## src/design/supply_monitor_params.svh

```systemverilog
`ifndef SUPPLY_MONITOR_PARAMS_SVH
`define SUPPLY_MONITOR_PARAMS_SVH
// Behaviour
// - Interrupt-reset mode: high irq, low reset
// - Reset mode: single threshold sets, releases reset
// - Interrupt mode: hold, then irq both crossings
// - Control bit 0 shows supply below level
// - Monitor reset sets reset-cause bit 0
// - Four pins give one-shot crossing interrupts
// - Control bit 7 gates level-select writes
// - Write enable sets mask, blocks monitor irq and reset set (not interrupt-mode hold)
// - Interrupt-reset mode masks during settling wait
// - Control bits 0 and 1 read-only
// - Other resets clear write enable; monitor reset keeps it
// - Level-select bit 7 picks monitor mode
// - Top select bits code voltage, 111 off
// - Fourteen levels via option and register
// - Threshold field loads from option at reset
// - Option mode bits give mode, level reset
// - Interrupt-reset irq sets mode, level bits

`define ADDR_W            20
`define CTRL_OFFSET       20'hFFFA9
`define LEVEL_OFFSET      20'hFFFAA
`define IRQ_STATUS_OFFSET 20'hFFFAB
`define IRQ_MASK_OFFSET   20'hFFFAC
`define RESET_CAUSE_OFFSET 20'hFFFAD

`define CTRL_BELOW_BIT    0
`define CTRL_MASK_BIT     1
`define CTRL_WEN_BIT      7
`define LEVEL_CHOICE_BIT  0
`define LEVEL_SEL_LSB     1
`define LEVEL_SEL_MSB     5
`define LEVEL_MODE_BIT    7
`define LEVEL_WR_MASK     8'hBF
`define CAUSE_MON_BIT     0

`define OPT_MODE_LSB      0
`define OPT_DETECT_LEVEL_SELECT_LSB      2
`define OPT_VPOC_LSB      5
`define OPT_IRQ_RST       2'h2
`define OPT_RST           2'h3
`define OPT_IRQ           2'h1
`define SEL_OFF           3'h7

`define CTRL_RESET        8'h00
`define STATUS_RESET      5'h00
`define MASK_RESET        5'h00

`define CLK_MHZ           125
`define SETTLE_NS         10000
`define SETTLE_CYCLES     ((`SETTLE_NS * `CLK_MHZ + 999) / 1000)
`endif

```

## src/design/supply_monitor_pkg.sv

```systemverilog
package supply_monitor_pkg;
   typedef logic [7:0] byte_t;
   typedef logic [4:0] event_t;
   typedef enum logic [3:0]
   {
      MODE_OFF     = 4'h1,
      MODE_IRQ_RST = 4'h2,
      MODE_RST     = 4'h4,
      MODE_IRQ     = 4'h8
   } op_mode_e;
endpackage

```

## src/design/level_sync.sv

```systemverilog
`timescale 1ns/10ps
module level_sync #(
   parameter int WIDTH = 1
) (
   input  wire logic             clk_i,
   input  wire logic             rst_b_i,
   input  wire logic             clk_en_i,
   input  wire logic [WIDTH-1:0] async_i,
   output logic      [WIDTH-1:0] stable_o,
   output logic      [WIDTH-1:0] changed_o
);
   logic [WIDTH-1:0] s1_q;
   logic [WIDTH-1:0] s2_q;
   logic [WIDTH-1:0] s3_q;
   logic [WIDTH-1:0] stable_d;
   logic [2:0]       warm_q;
   logic             warm;

   // A bit moves only when the last two stages agree
   assign stable_d = (s2_q & s3_q) | (stable_o & (s2_q | s3_q));
   // Stages start from zero, not the pin level: no event until filled,
   // so a high pin gives no false edge after reset
   assign warm     = warm_q == 3'h4;

   always_ff @(posedge clk_i)
   begin
      if (clk_en_i)
      begin
         if (!rst_b_i)
         begin
            s1_q      <= '0;
            s2_q      <= '0;
            s3_q      <= '0;
            stable_o  <= '0;
            changed_o <= '0;
            warm_q    <= 3'h0;
         end
         else
         begin
            s1_q      <= async_i;
            s2_q      <= s1_q;
            s3_q      <= s2_q;
            stable_o  <= stable_d;
            if (!warm)
               warm_q <= warm_q + 3'h1;
            if (warm)
               changed_o <= stable_d ^ stable_o;
            else
               changed_o <= '0;
         end
      end
   end
endmodule

```

## src/design/supply_monitor_control.sv

```systemverilog
// The address-and-strobe port was decided locally.
`timescale 1ns/10ps
`include "supply_monitor_params.svh"
module supply_monitor_control #(
   parameter int SETTLE_CYCLES = `SETTLE_CYCLES
) (
   input  wire logic                        clk_i,
   input  wire logic                        rst_b_i,
   input  wire logic                        por_b_i,
   input  wire logic                        clk_en_i,
   input  wire logic [`ADDR_W-1:0]          addr_i,
   input  wire supply_monitor_pkg::byte_t   wdata_i,
   input  wire logic                        wr_i,
   input  wire logic                        rd_i,
   output supply_monitor_pkg::byte_t        rdata_o,
   input  wire supply_monitor_pkg::byte_t   opt_byte_i,
   input  wire logic                        above_high_i,
   input  wire logic                        above_low_i,
   input  wire logic                        main_pin_above_i,
   input  wire logic                        battery_pin_above_i,
   input  wire logic                        clock_supply_above_i,
   input  wire logic                        external_pin_above_i,
   output logic                             monitor_reset_o,
   output logic                             monitor_interrupt_o,
   output logic                             main_pin_event_o,
   output logic                             battery_pin_event_o,
   output logic                             clock_supply_event_o,
   output logic                             external_pin_event_o,
   output logic [4:0]                       threshold_select_o,
   output logic                             level_choice_o,
   output logic                             irq_o
);
   import supply_monitor_pkg::*;

   ////////////////////////////////////////////////////////////////////
   // Functions

   function automatic byte_t level_reset(input byte_t opt);
      byte_t v;
      v = 8'h00;
      v[`LEVEL_SEL_MSB:`LEVEL_SEL_LSB] = {opt[`OPT_VPOC_LSB+:3],
                                          opt[`OPT_DETECT_LEVEL_SELECT_LSB+:2]};
      case (opt[`OPT_MODE_LSB+:2])
         `OPT_RST:
         begin
            v[`LEVEL_MODE_BIT]   = 1'b1;
            v[`LEVEL_CHOICE_BIT] = 1'b1;
         end
         `OPT_IRQ:
            v[`LEVEL_CHOICE_BIT] = 1'b1;
         default:
            v[`LEVEL_CHOICE_BIT] = 1'b0;
      endcase
      return v;
   endfunction

   function automatic op_mode_e decode_mode(input byte_t opt,
                                            input byte_t lvl);
      op_mode_e m;
      if (lvl[`LEVEL_SEL_MSB-:3] == `SEL_OFF)
         m = MODE_OFF;
      else if (opt[`OPT_MODE_LSB+:2] == `OPT_IRQ_RST)
         m = MODE_IRQ_RST;
      else if (opt[`OPT_MODE_LSB+:2] == 2'h0)
         m = MODE_OFF;
      else if (lvl[`LEVEL_MODE_BIT])
         m = MODE_RST;
      else
         m = MODE_IRQ;
      return m;
   endfunction

   ////////////////////////////////////////////////////////////////////
   // Declarations

   logic [5:0]  sync_stable;
   logic [5:0]  sync_changed;
   logic        above_hi;
   logic        above_lo;
   logic [3:0]  pin_changed;
   logic        hi_fell;
   logic        lo_changed;

   byte_t       opt_q;
   byte_t       level_q;
   byte_t       level_d;
   logic        wen_q;
   logic        wen_d;
   logic        mon_rst_q;
   logic        mon_rst_d;
   logic        hold_q;
   logic        rst_seen_q;
   logic        cause_q;
   logic [15:0] settle_q;
   logic [15:0] settle_d;
   logic        irq_evt_q;
   logic [3:0]  pin_evt_q;
   event_t      status_q;
   event_t      status_d;
   event_t      mask_q;
   byte_t       rdata_q;
   byte_t       rdata_d;

   op_mode_e    mode;
   logic        off;
   logic        out_mask;
   logic        settling;
   logic        below;
   logic        at_level;
   logic        mon_irq;
   logic        settle_start;
   logic        ctrl_sel;
   logic        level_sel;
   logic        status_sel;
   logic        mask_sel;
   logic        cause_sel;
   logic        level_wr;
   event_t      new_events;

   ////////////////////////////////////////////////////////////////////
   // Input synchronisers

   level_sync #(
      .WIDTH (6)
   ) u_sync (
      .clk_i     (clk_i),
      .rst_b_i   (por_b_i),
      .clk_en_i  (clk_en_i),
      .async_i   ({external_pin_above_i, clock_supply_above_i,
                   battery_pin_above_i, main_pin_above_i,
                   above_low_i, above_high_i}),
      .stable_o  (sync_stable),
      .changed_o (sync_changed)
   );

   assign above_hi    = sync_stable[0];
   assign above_lo    = sync_stable[1];
   assign pin_changed = sync_changed[5:2];
   assign hi_fell     = sync_changed[0] & ~sync_stable[0];
   assign lo_changed  = sync_changed[1];

   ////////////////////////////////////////////////////////////////////
   // Decode

   assign ctrl_sel   = addr_i == `CTRL_OFFSET;
   assign level_sel  = addr_i == `LEVEL_OFFSET;
   assign status_sel = addr_i == `IRQ_STATUS_OFFSET;
   assign mask_sel   = addr_i == `IRQ_MASK_OFFSET;
   assign cause_sel  = addr_i == `RESET_CAUSE_OFFSET;
   assign level_wr   = wr_i & level_sel & wen_q;

   assign mode     = decode_mode(opt_q, level_q);
   assign off      = mode == MODE_OFF;
   assign settling = settle_q != 16'h0000;
   // Settling only matters where two levels share one comparator
   assign out_mask = wen_q | (mode == MODE_IRQ_RST & settling);

   // Selected detection level follows the level choice bit
   assign at_level = level_q[`LEVEL_CHOICE_BIT] ? above_lo : above_hi;
   assign below    = ~off & ~at_level;

   always_comb
   begin
      mon_irq = 1'b0;
      case (mode)
         MODE_IRQ_RST:
            mon_irq = hi_fell & ~level_q[`LEVEL_CHOICE_BIT];
         MODE_IRQ:
            mon_irq = lo_changed & ~hold_q;
         MODE_RST:
            mon_irq = 1'b0;
         MODE_OFF:
            mon_irq = 1'b0;
         default:
            mon_irq = 1'b0;
      endcase
      mon_irq = mon_irq & ~out_mask & rst_b_i;
   end

   assign settle_start = mode == MODE_IRQ_RST &
                         (mon_irq |
                          (level_wr & (wdata_i[`LEVEL_CHOICE_BIT] !=
                                       level_q[`LEVEL_CHOICE_BIT])));

   ////////////////////////////////////////////////////////////////////
   // Reset generation

   always_comb
   begin
      mon_rst_d = mon_rst_q;
      case (mode)
         MODE_IRQ_RST:
         begin
            if (above_hi)
               mon_rst_d = 1'b0;
            else if (~above_lo & ~out_mask)
               mon_rst_d = 1'b1;
         end
         MODE_RST:
         begin
            if (above_lo)
               mon_rst_d = 1'b0;
            else if (~out_mask)
               mon_rst_d = 1'b1;
         end
         MODE_IRQ:
            mon_rst_d = hold_q;
         MODE_OFF:
            mon_rst_d = 1'b0;
         default:
            mon_rst_d = 1'b0;
      endcase
   end

   // Monitor state survives the chip reset it drives itself
   always_ff @(posedge clk_i)
   begin
      if (clk_en_i)
      begin
         if (!por_b_i)
            mon_rst_q <= 1'b0;
         else
            mon_rst_q <= mon_rst_d;
      end
   end

   // Hold armed at reset release only while supply is low,
   // so a lingering chip reset cannot re-arm it forever
   always_ff @(posedge clk_i)
   begin
      if (clk_en_i)
      begin
         if (!por_b_i)
         begin
            hold_q     <= 1'b1;
            rst_seen_q <= 1'b1;
         end
         else
         begin
            rst_seen_q <= ~rst_b_i;
            if (above_lo)
               hold_q <= 1'b0;
            else if (rst_seen_q & rst_b_i)
               hold_q <= 1'b1;
         end
      end
   end

   always_ff @(posedge clk_i)
   begin
      if (clk_en_i)
      begin
         if (!por_b_i)
            cause_q <= 1'b0;
         else if (mon_rst_q)
            cause_q <= 1'b1;
         else if (wr_i & cause_sel & wdata_i[`CAUSE_MON_BIT])
            cause_q <= 1'b0;
      end
   end

   ////////////////////////////////////////////////////////////////////
   // Control and level registers

   always_comb
   begin
      wen_d = wen_q;
      if (!rst_b_i)
         wen_d = mon_rst_q & wen_q;
      else if (wr_i & ctrl_sel)
         wen_d = wdata_i[`CTRL_WEN_BIT];
   end

   always_comb
   begin
      level_d = level_q;
      if (!rst_b_i)
         level_d = level_reset(opt_byte_i);
      else if (mon_irq & mode == MODE_IRQ_RST)
      begin
         level_d[`LEVEL_MODE_BIT]   = 1'b1;
         level_d[`LEVEL_CHOICE_BIT] = 1'b1;
      end
      else if (level_wr)
         level_d = wdata_i & `LEVEL_WR_MASK;
   end

   always_comb
   begin
      settle_d = settle_q;
      if (settle_start)
         settle_d = SETTLE_CYCLES[15:0];
      else if (settling)
         settle_d = settle_q - 16'h0001;
   end

   always_ff @(posedge clk_i)
   begin
      if (clk_en_i)
      begin
         if (!por_b_i)
         begin
            wen_q    <= 1'b0;
            level_q  <= level_reset(opt_byte_i);
            opt_q    <= opt_byte_i;
            settle_q <= 16'h0000;
         end
         else
         begin
            wen_q    <= wen_d;
            level_q  <= level_d;
            settle_q <= settle_d;
            if (!rst_b_i)
               opt_q <= opt_byte_i;
         end
      end
   end

   ////////////////////////////////////////////////////////////////////
   // Events and interrupt status

   assign new_events = {pin_changed & {4{rst_b_i}}, mon_irq};

   always_comb
   begin
      status_d = status_q;
      if (wr_i & status_sel)
         status_d = status_q & ~wdata_i[4:0];
      // Set wins over a clear in the same cycle
      status_d = status_d | new_events;
   end

   always_ff @(posedge clk_i)
   begin
      if (clk_en_i)
      begin
         if (!rst_b_i)
         begin
            irq_evt_q <= 1'b0;
            pin_evt_q <= 4'h0;
            status_q  <= `STATUS_RESET;
            mask_q    <= `MASK_RESET;
         end
         else
         begin
            irq_evt_q <= mon_irq;
            pin_evt_q <= new_events[4:1];
            status_q  <= status_d;
            if (wr_i & mask_sel)
               mask_q <= wdata_i[4:0];
         end
      end
   end

   ////////////////////////////////////////////////////////////////////
   // Read path

   always_comb
   begin
      rdata_d = 8'h00;
      if (rd_i)
      begin
         if (ctrl_sel)
            rdata_d = {wen_q, 5'h00, out_mask, below};
         else if (level_sel)
            rdata_d = level_q;
         else if (status_sel)
            rdata_d = {3'h0, status_q};
         else if (mask_sel)
            rdata_d = {3'h0, mask_q};
         else if (cause_sel)
            rdata_d = {7'h00, cause_q};
      end
   end

   always_ff @(posedge clk_i)
   begin
      if (clk_en_i)
      begin
         if (!rst_b_i)
            rdata_q <= 8'h00;
         else
            rdata_q <= rdata_d;
      end
   end

   ////////////////////////////////////////////////////////////////////
   // Outputs

   assign rdata_o              = rdata_q;
   assign monitor_reset_o      = mon_rst_q;
   assign monitor_interrupt_o  = irq_evt_q;
   assign main_pin_event_o     = pin_evt_q[0];
   assign battery_pin_event_o  = pin_evt_q[1];
   assign clock_supply_event_o = pin_evt_q[2];
   assign external_pin_event_o = pin_evt_q[3];
   // Analogue side builds one of fourteen levels from this field
   assign threshold_select_o   = level_q[`LEVEL_SEL_MSB:`LEVEL_SEL_LSB];
   assign level_choice_o       = level_q[`LEVEL_CHOICE_BIT];
   assign irq_o                = |(status_q & mask_q);
endmodule

```

## config.mk

```make
export PLATFORM = sky130hd
export DESIGN_NAME = supply_monitor_control
export DESIGN_NICKNAME = d
export VERILOG_FILES = /design/src/design/supply_monitor_pkg.sv /design/src/design/level_sync.sv /design/src/design/supply_monitor_control.sv
export VERILOG_INCLUDE_DIRS = /design/src /design/src/design
export SDC_FILE = /design/constraint.sdc
export NUM_CORES = 1
export LEC_CHECK = 0
export BUFFER_PORTS_ARGS = -buffer_cell sky130_fd_sc_hd__buf_2
export CAP_MARGIN = 15
export CORE_UTILIZATION = 42
export DETAILED_ROUTE_END_ITERATION = 10
export RECOVER_POWER = 25
export SYNTH_ARGS = -nofsm -noshare
export SYNTH_HDL_FRONTEND = slang
export SYNTH_SLANG_ARGS = --single-unit
```

## constraint.sdc

```tcl
create_clock -name clk_i -period 7.7 [get_ports clk_i]
set_input_delay 0.385 -clock clk_i [delete_from_list [all_inputs] [get_ports clk_i]]
set_output_delay 0.385 -clock clk_i [all_outputs]
set_load 0.1 [all_outputs]
```

==> impl_metrics.yaml <==
logic_synthesis:
  yosys_warnings: 0
  synth_nets: 418
  synth_area_mm2: 0.004247
  syn_inst: 367
  synth_compound_area_share_pct: 11.49
  synthXorXnorAreaFrac_pct: 3.094
  synth_commonest_cells: "85 x edfxtp_1, 51 x nor2_1, 29 x a21oi_1, 29 x and2_1, 20 x nand2_1"
  synth.area.top_cells: "edfxtp_1 60%, nor2_1 4.5%, and2_1 4.3%, a21oi_1 3.4%, xnor2_1 2.1%"
  synth_top_cell_area_share_pct: 60.11
  yosys.area.top_type: "edfxtp_1"
  synthArstFlopShare_pct: 0
  yosysMostFrequentCell: "edfxtp_1"
  seq_area_frac_synth_pct: 60.11
  synthAdderAreaFrac_pct: 0.8839
  synth-simple-area-share_pct: 19.65
  ys_dominant_reg_cell: "edfxtp_1"
  synth_enable_flop_cells: 85
  ys_ff_latch: 85
  synth.avg_cell_area_um2: 11.57
  synth_top_family_by_area: "simple AND/OR/NAND/NOR gates"
  synth_mux_area_share_pct: 1.326
  yosysUniqueCellTypes: 56
timing:
  max_freq_mhz: 270.4
  whs_ns: 0.2886
  hold_viol: 0
  tightestPinTransition_ns: 2.782
  min_period_ns: 3.698
  setup_tns_ns: 0
  slew_viol_final: 53
  finalClockSkew_ns: 0.01070
  relSlewSlack_pct: -85.50
  rsz0062_at_grt: "false"
  setup_violations: 0
  period_share_pct: 48.03
cts:
  clk_latency_ns: 0.35
  cts_root_buf: "clkbuf_8"
  cts_resized: 0
  clockBufferDepth: 2
  cts_hold_buf: 0
  cts-buffers-inserted: 9
  htree_levels: 3
  post-cts-setup-buffers: 0
  clock-sinks: 85
  cts_tree: "yes"
  path_clk_slew_ns: 0.08
floorplan:
  die_w_um: 102.6
  die_h_um: 102.6
  core_area_mm2: 0.009774
  rows: 36
  pin_count: 69
  dieArea_mm2: 0.01052
  start_util_pct: 43.45
min_path:
  hold_path_class: "in2reg"
grt:
  grtUsageTotal_pct: 16.66
  grt_pass1_vias: 2656
  grt_antenna_before_repair: 0
  grt_start_max_net_pins: 53
  grt_pass1_wl_mm: 13.14
  grt-ovfl-total: 0
power:
  p_sw_mw: 0.2809
  power_density_mw_per_mm2: 211.1
  power.leakage_nw: 1.693
  clockPowerShare_pct: 30.0
  seqPwrFrac_pct: 55.8
  swShare_pct: 27.65
  power_frac_comb_pct: 14.3
  finalPower_mw: 1.016
  peakVddDrop_v: 0.0001370
  p_int_mw: 0.7350
detailed_routing:
  wl_mm: 8.288
  drtAntennaViolNets: 0
  viasPerCell: 5.203
  drc_errors: 0
  drt_first_pass_iters: 4
  wire_per_inst_um: 14.75
  num_vias: 2924
  drtIter0Drc: 125
placement:
  gp_congestion: 0.8119
  io_buffers: 65
  dpl.hpwl_mm: 5.647
layout:
  antenna_cells: 0
  multi_input_area_mm2: 0.001551
  seq_area_mm2: 0.002552
  drive_gt1_share_pct: 20.98
  finalNetCount: 476
  final_util_pct: 49.24
  n_fill_cell: 928
  syn_to_final_growth_pct: 13.35
critical_path:
  critPathCaptureType: "flip-flop"
  worstPathRequired_ns: 7.69
  critPathKind: "in2reg"
  cp.arrival_ns: 3.69
  critPathMaxFanout: 52
  start_kind: "input pin"
run_status:
  failed_checks: "capacitance limit, slew limit"
  status: "complete, but fails checks"
flow_run:
  maxCapViolCount: 1
[layout by cell type (no fill, tap or decap), types with 8 or more instances in the layout]
master    netlist  layout
a21oi_1        29      29
and2_0          0      15
and2_1         29      14
buf_2           0      61
clkbuf_8        0       9
edfxtp_1       85      85
inv_1           9       9
nand2_1        20      20
nand3_1         8       8
nor2_1         51      51
nor3_1         11      11
o21ai_0         8       8
xnor2_1        10      10
[layer usage]
layer / global-route usage, % / vias up / wire, um
li1: - / 1464 / -
met1: 23.05 / 1358 / 3943
met2: 25.59 / 93 / 3746
met3: 3.458 / 9 / 501
met4: 6.923 / 0 / 97
met5: 0 / - / 0
[critical path: stages]
cell,delay [ns]
buf_2,0.07
clkbuf_1,1.97
inv_1,0.61
a21oi_1,0.63
[final timing paths]
kind | from | cells after the start | endpoint | slack (ns)
worst max-delay path | clk_en_i | 4 | mask_q[3]$_SDFFCE_PN0P_ | 4.00
worst min-delay path | opt_byte_i[0] | 1 | opt_q[0]$_DFFE_PP_ | 0.29
worst max register to register | settle_q[0]$_SDFFCE_PP0P_ | 6 | settle_q[0]$_SDFFCE_PP0P_ | 5.08
worst min register to register | u_sync.s1_q[0]$_SDFFCE_PN0P_ | 1 | u_sync.s2_q[0]$_SDFFCE_PN0P_ | 0.53
[cell type report]
cell class	count	share of cell area, %
Sequential cell	85	53.03
Multi-Input combinational cell	253	32.23
Timing Repair Buffer	66	6.733
Tap cell	133	3.457
Clock buffer	11	2.729
Clock inverter	4	1.040
Inverter	10	0.7798
[power by group through the flow]
stage               sequential (mW)  combinational (mW)  clock (mW)
floorplan                     0.596              0.0880           0
global placement              0.575               0.144           0
detailed placement            0.576               0.146           0
CTS                           0.566               0.147       0.314
global route                  0.571               0.158       0.331
finish                        0.566               0.145       0.304
[flip-flops by register name (all words and copies together), names as in the netlist, 2 cells and up]
register	cells
mask_q	5
rdata_o	7
u_sync.changed_o	6
u_sync.s1_q	6
status_q	5
u_sync.warm_q	3
opt_q	2
u_sync.s2_q	6
settle_q	16
u_sync.s3_q	6
pin_evt_q	4
u_sync.stable_o	6
level_q	7
[logic make-up after synthesis]
kind of cell,after synthesis
AND/OR/NAND/NOR,157
flip-flops,85
AO/OA/AOI/OAI,72
buffers and inverters,29
XOR/XNOR,15
multiplexers,5
adder cells (fa/ha/maj),3
other,1
[per-stage QoR]
stage / instance area (um2) / setup WS (ns) / cells
CTS: 4822 / 5.029 / 562
global placement: 4641 / 4.661 / 547
finish: 4813 / 4.002 / 562
global route: 4813 / 3.569 / 562
detailed placement: 4641 / 4.674 / 547
floorplan: 4247 / 5.220 / 367
Note: power is estimated with default switching activity, not from simulation.
